--- src/hw/apc_pkg.sv ---
// Package for the converter primary control block: offsets, fields, states, timing
package apc_pkg;
	// Register byte offsets
	localparam logic [7:0] OFS_CTRL_ONE = 8'h00;
	localparam logic [7:0] OFS_CTRL_FOUR = 8'h04;
	localparam logic [7:0] OFS_RESULT = 8'h08;
	localparam logic [7:0] OFS_IADDR = 8'h0c;
	localparam logic [7:0] OFS_STATUS = 8'h10;
	localparam logic [7:0] OFS_MASK = 8'h14;
	// Control register one field positions
	localparam int BIT_ON = 15;
	localparam int BIT_IDLE_STOP = 13;
	localparam int BIT_BUF_MODE = 12;
	localparam int BIT_EXT_EN = 11;
	localparam int BIT_RES12 = 10;
	localparam int BIT_FMT_LO = 8;
	localparam int BIT_TRIG_LO = 4;
	localparam int BIT_AUTO_SAMPLE = 2;
	localparam int BIT_SAMPLE = 1;
	localparam int BIT_DONE = 0;
	// Control register four field positions
	localparam int BIT_BUF_LEN_LO = 0;
	localparam int BIT_CHAN_LO = 8;
	// Status and mask layout
	localparam int BIT_IRQ_DONE = 0;
	localparam int BIT_IRQ_BAD_TRIG = 1;
	// Reset values
	localparam logic [15:0] RST_CTRL_ONE = 16'h0000;
	localparam logic [2:0] RST_BUF_LEN = 3'h0;
	localparam logic [4:0] RST_CHAN = 5'h00;
	localparam logic [1:0] RST_MASK = 2'h0;
	// Channel internally wired to half the battery supply; index is arbitrary
	localparam logic [4:0] VBAT_CHANNEL = 5'h1a;
	// Trigger source codes
	localparam logic [3:0] TRIG_SOFTWARE = 4'h0;
	localparam logic [3:0] TRIG_EXT_INT0 = 4'h1;
	localparam logic [3:0] TRIG_TIMER_THREE = 4'h2;
	localparam logic [3:0] TRIG_TIMER_FIVE = 4'h3;
	localparam logic [3:0] TRIG_CHARGE_TIME = 4'h4;
	localparam logic [3:0] TRIG_TIMER_ONE = 4'h5;
	localparam logic [3:0] TRIG_RESERVED6 = 4'h6;
	localparam logic [3:0] TRIG_AUTO = 4'h7;
	// Output formats
	localparam logic [1:0] FMT_UINT = 2'h0;
	localparam logic [1:0] FMT_SINT = 2'h1;
	localparam logic [1:0] FMT_UFRAC = 2'h2;
	localparam logic [1:0] FMT_SFRAC = 2'h3;
	// Auto-convert sampling time
	localparam int CLK_PERIOD_NS = 50;
	localparam int AUTO_SAMPLE_NS = 1000;
	localparam int AUTO_SAMPLE_CYC = (AUTO_SAMPLE_NS + CLK_PERIOD_NS - 1) / CLK_PERIOD_NS;
	localparam logic [7:0] AUTO_SAMPLE_LOAD = 8'(AUTO_SAMPLE_CYC - 1);

	typedef enum logic [1:0] {ST_OFF, ST_READY, ST_SAMPLE, ST_CONVERT} apc_phase_t;

	typedef struct packed {
		logic on;
		logic idle_stop;
		logic buf_mode;
		logic ext_en;
		logic res12;
		logic [1:0] fmt;
		logic [3:0] trig;
		logic auto_sample;
		logic done;
		apc_phase_t phase;
		logic [7:0] cnt;
		logic [2:0] buf_len;
		logic [4:0] chan;
		logic [15:0] result;
		logic [10:0] ia;
		logic [6:0] offs;
		logic [1:0] stat;
		logic [1:0] mask;
		logic conv_start;
		logic dma_req;
		logic wr_pend;
		logic [7:0] wr_addr;
		logic [31:0] rdata;
	} apc_regs_t;
endpackage

--- src/hw/apc_control.sv ---
// Converter primary control: AHB-Lite registers, sample/convert sequencing, DMA addressing
// Summary of operation
// - Control on bit runs the converter; clearing it switches it off.
// - With idle-stop set, operation halts while the device is idle.
// - Buffer mode one uses DMA destination; zero uses indirect addressing with buffer length.
// - Extended-buffer enable turns the DMA and buffer features on or off.
// - Buffer mode select only acts while extended-buffer enable is one.
// - Resolution bit picks 12-bit conversion when set, 10-bit when clear.
// - Format field: signed/unsigned fractional left-justified or integer right-justified.
// - Trigger code 0111 lets an internal counter end sampling and start conversion.
// - Codes 0101..0001 trigger from timer one, charge unit, timer five, three, int0.
// - Auto-sample restarts sampling right after conversion, setting the sample bit.
// - Hardware sets and clears sample and only sets done; software only clears done.
// - Control positions 14 and 3 always read zero.
// - One channel is wired internally to half the battery supply.
// - Indirect mode produces an 11-bit address ORed by the DMA controller.
`timescale 1ns/1ps
`default_nettype none
module apc_control (
	input wire logic hclk,
	input wire logic hresetn,
	input wire logic hsel,
	input wire logic [31:0] haddr,
	input wire logic [1:0] htrans,
	input wire logic hwrite,
	input wire logic [2:0] hsize,
	input wire logic [31:0] hwdata,
	input wire logic hready,
	output logic hreadyout,
	output logic hresp,
	output logic [31:0] hrdata,
	input wire logic idle_mode,
	input wire logic timer_one_evt,
	input wire logic charge_time_evt,
	input wire logic timer_five_evt,
	input wire logic timer_three_evt,
	input wire logic ext_int_evt,
	input wire logic conv_done,
	input wire logic [11:0] conv_raw,
	output logic converter_enable,
	output logic sample_enable,
	output logic conv_start,
	output logic resolution_12,
	output logic [4:0] channel_select,
	output logic battery_monitor_connect,
	output logic dma_req,
	output logic [15:0] dma_data,
	output logic [10:0] dma_ia,
	output logic dma_extended_mode,
	output logic irq
);
	apc_pkg::apc_regs_t s_reg;
	apc_pkg::apc_regs_t s_next;
	logic run;
	logic addr_ok;
	logic trig_hit;
	logic pia_mode;

	// Idle stop freezes the sequencer rather than resetting it, so a conversion resumes
	assign run = s_reg.on && !(s_reg.idle_stop && idle_mode);
	assign addr_ok = hsel && hready && htrans[1];
	assign pia_mode = s_reg.ext_en && !s_reg.buf_mode;

	always_comb begin
		logic [15:0] ctrl_img;
		logic [15:0] fmt_val;
		logic [11:0] chan_base;
		logic [6:0] len_mask;
		logic [31:0] wd;
		ctrl_img = 16'h0000;
		fmt_val = 16'h0000;
		chan_base = 12'h000;
		len_mask = 7'h00;
		wd = hwdata;
		s_next = s_reg;
		s_next.conv_start = 1'b0;
		s_next.dma_req = 1'b0;
		s_next.rdata = 32'h0000_0000;

		// Unimplemented positions never stored and never driven on read
		ctrl_img[apc_pkg::BIT_ON] = s_reg.on;
		ctrl_img[apc_pkg::BIT_IDLE_STOP] = s_reg.idle_stop;
		ctrl_img[apc_pkg::BIT_BUF_MODE] = s_reg.buf_mode;
		ctrl_img[apc_pkg::BIT_EXT_EN] = s_reg.ext_en;
		ctrl_img[apc_pkg::BIT_RES12] = s_reg.res12;
		ctrl_img[apc_pkg::BIT_FMT_LO +: 2] = s_reg.fmt;
		ctrl_img[apc_pkg::BIT_TRIG_LO +: 4] = s_reg.trig;
		ctrl_img[apc_pkg::BIT_AUTO_SAMPLE] = s_reg.auto_sample;
		ctrl_img[apc_pkg::BIT_SAMPLE] = (s_reg.phase == apc_pkg::ST_SAMPLE);
		ctrl_img[apc_pkg::BIT_DONE] = s_reg.done;

		// Address phase: reads answer from a flop in the data phase
		s_next.wr_pend = addr_ok && hwrite;
		s_next.wr_addr = haddr[7:0];
		if (addr_ok && !hwrite) begin
			unique case (haddr[7:0])
				apc_pkg::OFS_CTRL_ONE: s_next.rdata = {16'h0000, ctrl_img};
				apc_pkg::OFS_CTRL_FOUR: begin
					s_next.rdata[apc_pkg::BIT_BUF_LEN_LO +: 3] = s_reg.buf_len;
					s_next.rdata[apc_pkg::BIT_CHAN_LO +: 5] = s_reg.chan;
				end
				apc_pkg::OFS_RESULT: s_next.rdata = {16'h0000, s_reg.result};
				apc_pkg::OFS_IADDR: s_next.rdata = {21'h000000, s_reg.ia};
				apc_pkg::OFS_STATUS: begin
					s_next.rdata = {30'h00000000, s_reg.stat};
					s_next.stat = 2'h0;
				end
				apc_pkg::OFS_MASK: s_next.rdata = {30'h00000000, s_reg.mask};
				default: s_next.rdata = 32'h0000_0000;
			endcase
		end

		// Data phase write
		if (s_reg.wr_pend) begin
			unique case (s_reg.wr_addr)
				apc_pkg::OFS_CTRL_ONE: begin
					s_next.on = wd[apc_pkg::BIT_ON];
					s_next.idle_stop = wd[apc_pkg::BIT_IDLE_STOP];
					s_next.buf_mode = wd[apc_pkg::BIT_BUF_MODE];
					s_next.ext_en = wd[apc_pkg::BIT_EXT_EN];
					s_next.res12 = wd[apc_pkg::BIT_RES12];
					s_next.fmt = wd[apc_pkg::BIT_FMT_LO +: 2];
					s_next.trig = wd[apc_pkg::BIT_TRIG_LO +: 4];
					s_next.auto_sample = wd[apc_pkg::BIT_AUTO_SAMPLE];
					// Done is clear-only from software
					if (!wd[apc_pkg::BIT_DONE]) begin
						s_next.done = 1'b0;
					end
					// Reserved trigger codes are flagged and never fire
					if (wd[apc_pkg::BIT_TRIG_LO + 3] ||
						wd[apc_pkg::BIT_TRIG_LO +: 4] == apc_pkg::TRIG_RESERVED6) begin
						s_next.stat[apc_pkg::BIT_IRQ_BAD_TRIG] = 1'b1;
					end
					// Software sets the sample bit only from READY and clears it only from SAMPLE
					if (s_reg.phase == apc_pkg::ST_READY && wd[apc_pkg::BIT_SAMPLE]) begin
						s_next.phase = apc_pkg::ST_SAMPLE;
						s_next.cnt = apc_pkg::AUTO_SAMPLE_LOAD;
					end
					if (s_reg.phase == apc_pkg::ST_SAMPLE && !wd[apc_pkg::BIT_SAMPLE]) begin
						if (s_reg.trig == apc_pkg::TRIG_SOFTWARE) begin
							s_next.phase = apc_pkg::ST_CONVERT;
							s_next.conv_start = 1'b1;
						end else begin
							s_next.phase = apc_pkg::ST_READY;
						end
					end
				end
				apc_pkg::OFS_CTRL_FOUR: begin
					s_next.buf_len = wd[apc_pkg::BIT_BUF_LEN_LO +: 3];
					s_next.chan = wd[apc_pkg::BIT_CHAN_LO +: 5];
				end
				apc_pkg::OFS_MASK: s_next.mask = wd[1:0];
				default: s_next.mask = s_next.mask;
			endcase
		end

		// Trigger selection while sampling
		unique case (s_reg.trig)
			apc_pkg::TRIG_AUTO: trig_hit = (s_reg.cnt == 8'h00);
			apc_pkg::TRIG_TIMER_ONE: trig_hit = timer_one_evt;
			apc_pkg::TRIG_CHARGE_TIME: trig_hit = charge_time_evt;
			apc_pkg::TRIG_TIMER_FIVE: trig_hit = timer_five_evt;
			apc_pkg::TRIG_TIMER_THREE: trig_hit = timer_three_evt;
			apc_pkg::TRIG_EXT_INT0: trig_hit = ext_int_evt;
			default: trig_hit = 1'b0;
		endcase

		// Result formatting
		unique case (s_reg.fmt)
			apc_pkg::FMT_UINT: fmt_val = s_reg.res12 ? {4'h0, conv_raw} :
				{6'h00, conv_raw[9:0]};
			apc_pkg::FMT_SINT: fmt_val = s_reg.res12 ?
				{{5{~conv_raw[11]}}, conv_raw[10:0]} :
				{{7{~conv_raw[9]}}, conv_raw[8:0]};
			apc_pkg::FMT_UFRAC: fmt_val = s_reg.res12 ? {conv_raw, 4'h0} :
				{conv_raw[9:0], 6'h00};
			apc_pkg::FMT_SFRAC: fmt_val = s_reg.res12 ? {~conv_raw[11], conv_raw[10:0], 4'h0} :
				{~conv_raw[9], conv_raw[8:0], 6'h00};
		endcase

		// Indirect address: channel above a 2^len-word slot, word aligned
		chan_base = 12'({s_reg.chan, 7'h00} >> (3'h7 - s_reg.buf_len));
		len_mask = 7'((8'h01 << s_reg.buf_len) - 8'h01);

		// Sequencer; a register write above takes priority in its cycle
		// A write moves CONVERT only by clearing the on bit; otherwise that phase steps anyway and no done pulse is lost
		if (!s_next.on) begin
			s_next.phase = apc_pkg::ST_OFF;
			s_next.conv_start = 1'b0;
		end else if (run && (!s_reg.wr_pend || s_reg.phase == apc_pkg::ST_CONVERT)) begin
			unique case (s_reg.phase)
				apc_pkg::ST_OFF: s_next.phase = apc_pkg::ST_READY;
				apc_pkg::ST_READY: begin
					if (s_reg.auto_sample) begin
						s_next.phase = apc_pkg::ST_SAMPLE;
						s_next.cnt = apc_pkg::AUTO_SAMPLE_LOAD;
					end
				end
				apc_pkg::ST_SAMPLE: begin
					if (s_reg.cnt != 8'h00) begin
						s_next.cnt = s_reg.cnt - 8'h01;
					end
					if (trig_hit) begin
						s_next.phase = apc_pkg::ST_CONVERT;
						s_next.conv_start = 1'b1;
					end
				end
				apc_pkg::ST_CONVERT: begin
					if (conv_done) begin
						s_next.result = fmt_val;
						s_next.done = 1'b1;
						s_next.stat[apc_pkg::BIT_IRQ_DONE] = 1'b1;
						s_next.dma_req = s_reg.ext_en;
						if (pia_mode) begin
							s_next.ia = {chan_base[9:0] | {3'h0, s_reg.offs}, 1'b0};
							s_next.offs = (s_reg.offs + 7'h01) & len_mask;
						end else begin
							s_next.ia = 11'h000;
						end
						if (s_reg.auto_sample) begin
							s_next.phase = apc_pkg::ST_SAMPLE;
							s_next.cnt = apc_pkg::AUTO_SAMPLE_LOAD;
						end else begin
							s_next.phase = apc_pkg::ST_READY;
						end
					end
				end
			endcase
		end
		if (s_next.phase == apc_pkg::ST_OFF) begin
			s_next.offs = 7'h00;
		end
	end

	always_ff @(posedge hclk or negedge hresetn) begin
		if (!hresetn) begin
			s_reg <= '0;
			s_reg.buf_len <= apc_pkg::RST_BUF_LEN;
			s_reg.chan <= apc_pkg::RST_CHAN;
			s_reg.mask <= apc_pkg::RST_MASK;
			s_reg.phase <= apc_pkg::ST_OFF;
		end else begin
			s_reg <= s_next;
		end
	end

	assign hreadyout = 1'b1;
	assign hresp = 1'b0;
	assign hrdata = s_reg.rdata;
	assign converter_enable = s_reg.on;
	assign sample_enable = (s_reg.phase == apc_pkg::ST_SAMPLE);
	assign conv_start = s_reg.conv_start;
	assign resolution_12 = s_reg.res12;
	assign channel_select = s_reg.chan;
	// Divider switch closes only while sampling, limiting battery drain
	assign battery_monitor_connect = sample_enable &&
		(s_reg.chan == apc_pkg::VBAT_CHANNEL);
	assign dma_req = s_reg.dma_req;
	assign dma_data = s_reg.result;
	assign dma_ia = s_reg.ia;
	assign dma_extended_mode = s_reg.ext_en && s_reg.buf_mode;
	assign irq = |(s_reg.stat & s_reg.mask);
endmodule
`default_nettype wire

--- config.mk ---
export PLATFORM = sky130hd
export DESIGN_NAME = apc_control
export DESIGN_NICKNAME = d
export VERILOG_FILES = /design/src/hw/apc_pkg.sv /design/src/hw/apc_control.sv
export SDC_FILE = /design/constraint.sdc
export NUM_CORES = 1
export LEC_CHECK = 0
export BUFFER_PORTS_ARGS = -buffer_cell sky130_fd_sc_hd__buf_2
export CELL_PAD_IN_SITES_DETAIL_PLACEMENT = 1
export CELL_PAD_IN_SITES_GLOBAL_PLACEMENT = 1
export CORE_UTILIZATION = 42
export CTS_CLUSTER_DIAMETER = 60
export CTS_CLUSTER_SIZE = 12
export DETAILED_ROUTE_END_ITERATION = 7
export PLACE_DENSITY = 0.86
export SETUP_SLACK_MARGIN = 0.5
export SYNTH_ARGS = -nofsm -noshare
export SYNTH_HDL_FRONTEND = slang
export SYNTH_SLANG_ARGS = --single-unit
--- constraint.sdc ---
create_clock -name hclk -period 4.02 [get_ports hclk]
set_clock_uncertainty 0.15 [all_clocks]
set_input_delay 0.402 -clock hclk [delete_from_list [all_inputs] [get_ports hclk]]
set_output_delay 0.402 -clock hclk [all_outputs]
set_load 0.02 [all_outputs]
# After elaboration in Yosys (flattened, before gate mapping)
# Cells that the tools add are included.
dict set report op_classes {
  n_addsub 4
  n_mul 0
  div_mod_pow 0
  n_lt_le_gt_ge 0
  n_eq_ne 21
  shift 2
  muxes 58
  bitwise_logic 5
  reduce_logical 38
}
# cell n
set op_table {}
lappend op_table {{case mux 16 bit (4 select lines)} 1}
lappend op_table {{2-to-1 mux 16 bit} 3}
lappend op_table {{2-to-1 mux 7 bit} 6}
lappend op_table {{2-to-1 mux 11 bit} 3}
lappend op_table {{2-to-1 mux 32 bit} 1}
lappend op_table {{2-to-1 mux 8 bit} 4}
lappend op_table {{2-to-1 mux 31 bit} 1}
lappend op_table {{== test 8 x 5 -> 1 bit, second input constant} 3}
lappend op_table {{zero test 8 bit} 3}
lappend op_table {{case mux 8 bit (3 select lines)} 1}
lappend op_table {{2-to-1 mux 23 bit} 1}
lappend op_table {{2-to-1 mux 1 bit} 20}
lappend op_table {{2-to-1 mux 10 bit} 2}
lappend op_table {{case mux 5 bit (4 select lines)} 1}
lappend op_table {{case mux 3 bit (6 select lines)} 1}
lappend op_table {{== test 4 x 3 -> 1 bit, second input constant} 4}
lappend op_table {{== test 8 x 3 -> 1 bit, second input constant} 2}
lappend op_table {{== test 8 x 4 -> 1 bit, second input constant} 2}
lappend op_table {{2-to-1 mux 2 bit} 8}
lappend op_table {{case mux 5 bit (3 select lines)} 1}
lappend op_table {{logical AND 1 bit} 12}
lappend op_table {{2-to-1 mux 12 bit} 1}
lappend op_table {{>> shifter 12 x 3 -> 10 bit} 1}
lappend op_table {{bitwise OR 10 x 7 -> 10 bit} 1}
lappend op_table {{other kinds (26)} 45}
dict set report word_totals {
  reg_bits 112
  latchBits 0
  ramBits 0
  mem_bits_ro 0
  in_bits 93
  out_inout_bits 74
  word_cells 151
  mem_count 0
}

# Longest topological paths before layout
dict set report logic_depth {
  ltp_word 14
  ltp_mapped 10
  ltp_nobuf 8
}

# Worst setup path before layout
# Ideal clock, no wire load.
dict set report synth_path {
  kind {register to register}
  from {reg s_reg[86] in the netlist's numbering}
  to {reg s_reg[53] in the netlist's numbering}
  setup_ns 0.086
  arrival_time_ns 2.300
  setup_slack_ns 1.485
  stages_incl_launch_ff 10
  path_buffers 2
  period_less_slack_ns 2.535
  cell_sequence {dfrtp_1 clkbuf_1 clkbuf_1 nor3_1 inv_1 ha_1 xor2_1 o2bb2a_1 or4_1 a32oi_1}
}
dict set report synth_between {
  elab_chain_cells 9
}
# item line
set synth_lines {}
lappend synth_lines {{start, declared} apc_control.sv:52} ;# apc_pkg::apc_regs_t s_reg;
lappend synth_lines {{start signal, assigned} apc_control.sv:243} ;# s_reg <= s_next;
lappend synth_lines {{left shift 1 x 3 -> 7 bit} apc_control.sv:183} ;# len_mask = 7'((8'h01 << s_reg.buf_len) - 8'h01);
lappend synth_lines {{subtractor 7 x 1 -> 7 bit} apc_control.sv:183}
lappend synth_lines {{bitwise AND 7 bit} apc_control.sv:216} ;# s_next.offs = (s_reg.offs + 7'h01) & len_mask;
lappend synth_lines {{2-to-1 mux 7 bit} apc_control.sv:214} ;# if (pia_mode) begin
lappend synth_lines {{2-to-1 mux 7 bit} apc_control.sv:209} ;# if (conv_done) begin
lappend synth_lines {{2-to-1 mux 7 bit} apc_control.sv:191} ;# unique case (s_reg.phase)
lappend synth_lines {{2-to-1 mux 7 bit} apc_control.sv:190} ;# end else if (run && (!s_reg.wr_pend || s_reg.phase == apc_pkg::ST_CONVERT)) begin
lappend synth_lines {{2-to-1 mux 7 bit} apc_control.sv:187} ;# if (!s_next.on) begin
lappend synth_lines {{2-to-1 mux 7 bit} apc_control.sv:230} ;# if (s_next.phase == apc_pkg::ST_OFF) begin
# Every way passes these cells. The select of a mux whose other input is x is not followed.
# A chain may end at the register's enable or synchronous reset.

# Worst setup path in the final report
dict set report layout_path {
  from {reg s_reg[97] in the netlist's numbering}
  to {reg s_reg, in the netlist dma_data[10]}
}
dict set report layout_between {
  elab_chain_cells 4
}
# item line
set layout_lines {}
lappend layout_lines {{== test 2 bit (*)} {apc_control.sv:190, apc_control.sv:191}}
lappend layout_lines {{logical OR 1 bit} apc_control.sv:190}
lappend layout_lines {{logical AND 1 bit} apc_control.sv:190}
lappend layout_lines {{AND reduction 4 bit (no line) (*)} -}
# Mark *: on every way between the ends. The rest lies on a longest branch, timed or not.

==> qor.yml <==
setup_tns_ns: 0
pre_cts_ws_ns: 1.15
fin_cells: 800
slowest_stage: "nand3_2"
cts_max_level: 3
rsz0062_at_grt: "no"
seqPwrFrac_pct: 45.5
clk_path_buf_depth: 2
cts_tree: "yes"
critical_path.cell_chain: "a21boi_0 -> nor2_1 -> nand3_2 -> a211oi_1 -> a21o_1"
crit_required_ns: 4.16
grtUsageTotal_pct: 24.7
cp.arrival_ns: 3.10
nets: 718
post_synth_fa_ha_maj_area_fraction_pct: 0.871
dr.pass1.iters: 4
vias: 4450
post_drt_wl_per_cell_um: 19.7
die_h_um: 116
leakage_uw: 0.00276
path_clk_slew_ns: 0.07
clock_power_share_pct: 44.5
p_sw_uw: 571
r2r_cells: 5
synth_cell_type_count: 62
die-width_um: 116
drtIter0Drc: 272
synth_edf_count: 0
synth-main-ff-cell: "dfrtp_1"
worstMarginPinSlew_ns: 1.02
fin_ws_ns: 1.06
antenna_found_initial: 1
drive_gt1_share_pct: 26.5
ys_seq_area_share_pct: 43.5
timing.final.crit_share_pct: 73.6
synth-warning-count: 0
drtAntennaViolNets: 0
worst-path-buf-inv: 0
post_cts_resized: 0
maxCapViolCount: 0
initial_core_util_pct: 43.1
area_growth_syn_to_layout_pct: 10.5
placed_area_um2: 5680
synth_compound_area_share_pct: 15.9
vias_per_cell: 5.56
reg2reg_setup_slack_ns: 1.06
hold_ws_ns: 0.0122
async_flop_share_pct: 100
insertion_delay_ns: 0.36
crit_end: "dma_data[10]$_DFFE_PN0P_"
internal-power_uw: 1720
port_buffers: 101
synth_top_family_by_area: "simple AND/OR/NAND/NOR gates"
core_region_area_um2: 12700
largest_reg_flops: 44
design_area_um2: 6040
holdCritPathClass: "in2reg"
grt_pass1_vias: 4594
worstPathMaxFanout: 49
ctsHoldBuffers: 0
setup_viol: 0
drc_errors: 0
hold_violations: 0
post_cts_buffers: 0
critPathCaptureType: "flip-flop"
relSlewSlack_pct: 31.8
synth-simple-area-share_pct: 17.9
status: "finished clean"
synthMuxAreaShare_pct: 8.89
r2r-end: "dma_data[10]$_DFFE_PN0P_"
ys_ff_latch: 95
p_comb_share_pct: 10.0
critPathLaunch: "s_reg[97]$_DFF_PN0_"
final_max_slew_viol_count: 0
syn_inst: 581
synth_area_um2: 5460
cts_buffers: 9
die_area_um2: 13500
grt_first_pass_wirelength_um: 24800
clock_sinks: 95
placed_cells: 783
place_congestion: 0.839
r2r-start: "s_reg[97]$_DFF_PN0_"
ios: 167
hpwl_um: 11400
cp-start-kind: "flip-flop"
grt_max_degree: 80
fillers: 1524
cpLargestDelayFamily: "simple AND/OR/NAND/NOR gates"
root_buffer: "clkbuf_16"
p_sw_share_pct: 25.0
fin_crit_ns: 2.96
placementRows: 41
power_density_nw_per_um2: 379
critical_path_class: "reg2reg"
ir_drop_v: 0.000304
synth_xor_area_share_pct: 0.642
slowest_delay_ns: 0.78
timing.fmax_mhz: 338
cp.depth: 5
overflow: 0
routed_wl_um: 15700
syn-mean-instance-area_um2: 9.40
==> per-stage QoR <==
step	util [%]	power (uW)
detailed placement	44.8	1280
floorplan	-	1200
global placement	44.8	1270
CTS	47.6	2300
finish	47.6	2290
global route	47.6	2370
==> cell usage after synthesis, drive strengths merged, types with 10 or more instances <==
master | n | area share (%)
nand2b | 10 | 1.1
o21ai | 43 | 4.0
inv | 16 | 1.1
nand2 | 65 | 4.5
nor2 | 36 | 2.5
mux2 | 32 | 6.6
a22oi | 15 | 2.1
buf | 72 | 9.7
nor3 | 14 | 1.3
clkbuf | 20 | 1.4
nand3 | 11 | 1.1
dfrtp | 95 | 44
a21oi | 28 | 2.6
==> metal layers <==
metal / GRT usage [%] / part of all wire [%] / wire (um)
met5: 0 / 0 / 0
met1: 30.9 / 42 / 6660
met3: 6.49 / 5.6 / 885
met4: 8.89 / 1.5 / 233
met2: 41.0 / 51 / 7950
==> logic make-up after synthesis <==
logic type,count (synthesis)
AND/OR/NAND/NOR,191
buffers and inverters,108
flip-flops,95
adder cells (fa/ha/maj),4
other,2
AO/OA/AOI/OAI,135
XOR/XNOR,4
multiplexers,42
==> how the worst min path moves through the flow <==
stage                                         from                       endpoint  cells past startpoint
after floorplan                            hresetn  channel_select[0]$_DFFE_PN0P_                      0
after global placement    dma_data[14]$_DFFE_PN0P_       dma_data[14]$_DFFE_PN0P_                      2
after detailed placement     dma_ia[2]$_DFFE_PN0P_          dma_ia[2]$_DFFE_PN0P_                      2
after CTS                                 haddr[7]            s_reg[39]$_DFF_PN0_                      1
after global routing                      haddr[1]            s_reg[33]$_DFF_PN0_                      1
final                                     haddr[7]            s_reg[39]$_DFF_PN0_                      1
==> final cells by class <==
type / count / area (um^2) / area share [%]
clock inverters: 5 / 104 / 1.72
repair buffers: 105 / 538 / 8.91
flip-flops and latches: 95 / 2380 / 39.4
multi-input cells: 395 / 2490 / 41.2
well taps: 172 / 215 / 3.57
diodes: 1 / 2.50 / 0.0415
clock buffers: 11 / 253 / 4.19
inverters: 16 / 60.1 / 0.995
==> power groups by stage <==
stage                     logic, uW  clock network, uW  registers [uW]
after global routing            253               1070            1050
after CTS                       231               1030            1040
after floorplan                 176                  0            1030
after global placement          217                  0            1050
after detailed placement        228                  0            1060
final                           229               1020            1040
==> placed cells by master (no fill, tap or decap), types with 4 or more instances in the layout <==
| cell type | instances |
|---|---|
| a21o_1 | 4 |
| a21oi_1 | 28 |
| a221oi_1 | 4 |
| a22oi_1 | 15 |
| a31oi_1 | 7 |
| a32oi_1 | 7 |
| and2_1 | 4 |
| and3_1 | 4 |
| buf_2 | 100 |
| buf_4 | 5 |
| clkbuf_16 | 9 |
| conb_1 | 19 |
| dfrtp_1 | 95 |
| inv_1 | 16 |
| mux2_2 | 32 |
| mux2i_1 | 8 |
| nand2_1 | 65 |
| nand2b_1 | 10 |
| nand3_1 | 10 |
| nand3b_1 | 5 |
| nor2_1 | 36 |
| nor2b_1 | 7 |
| nor3_1 | 14 |
| nor3b_1 | 6 |
| nor4_1 | 4 |
| o21ai_0 | 42 |
| o31ai_1 | 6 |
| or3_1 | 5 |
No activity file was read; power rests on OpenSTA's default activity.
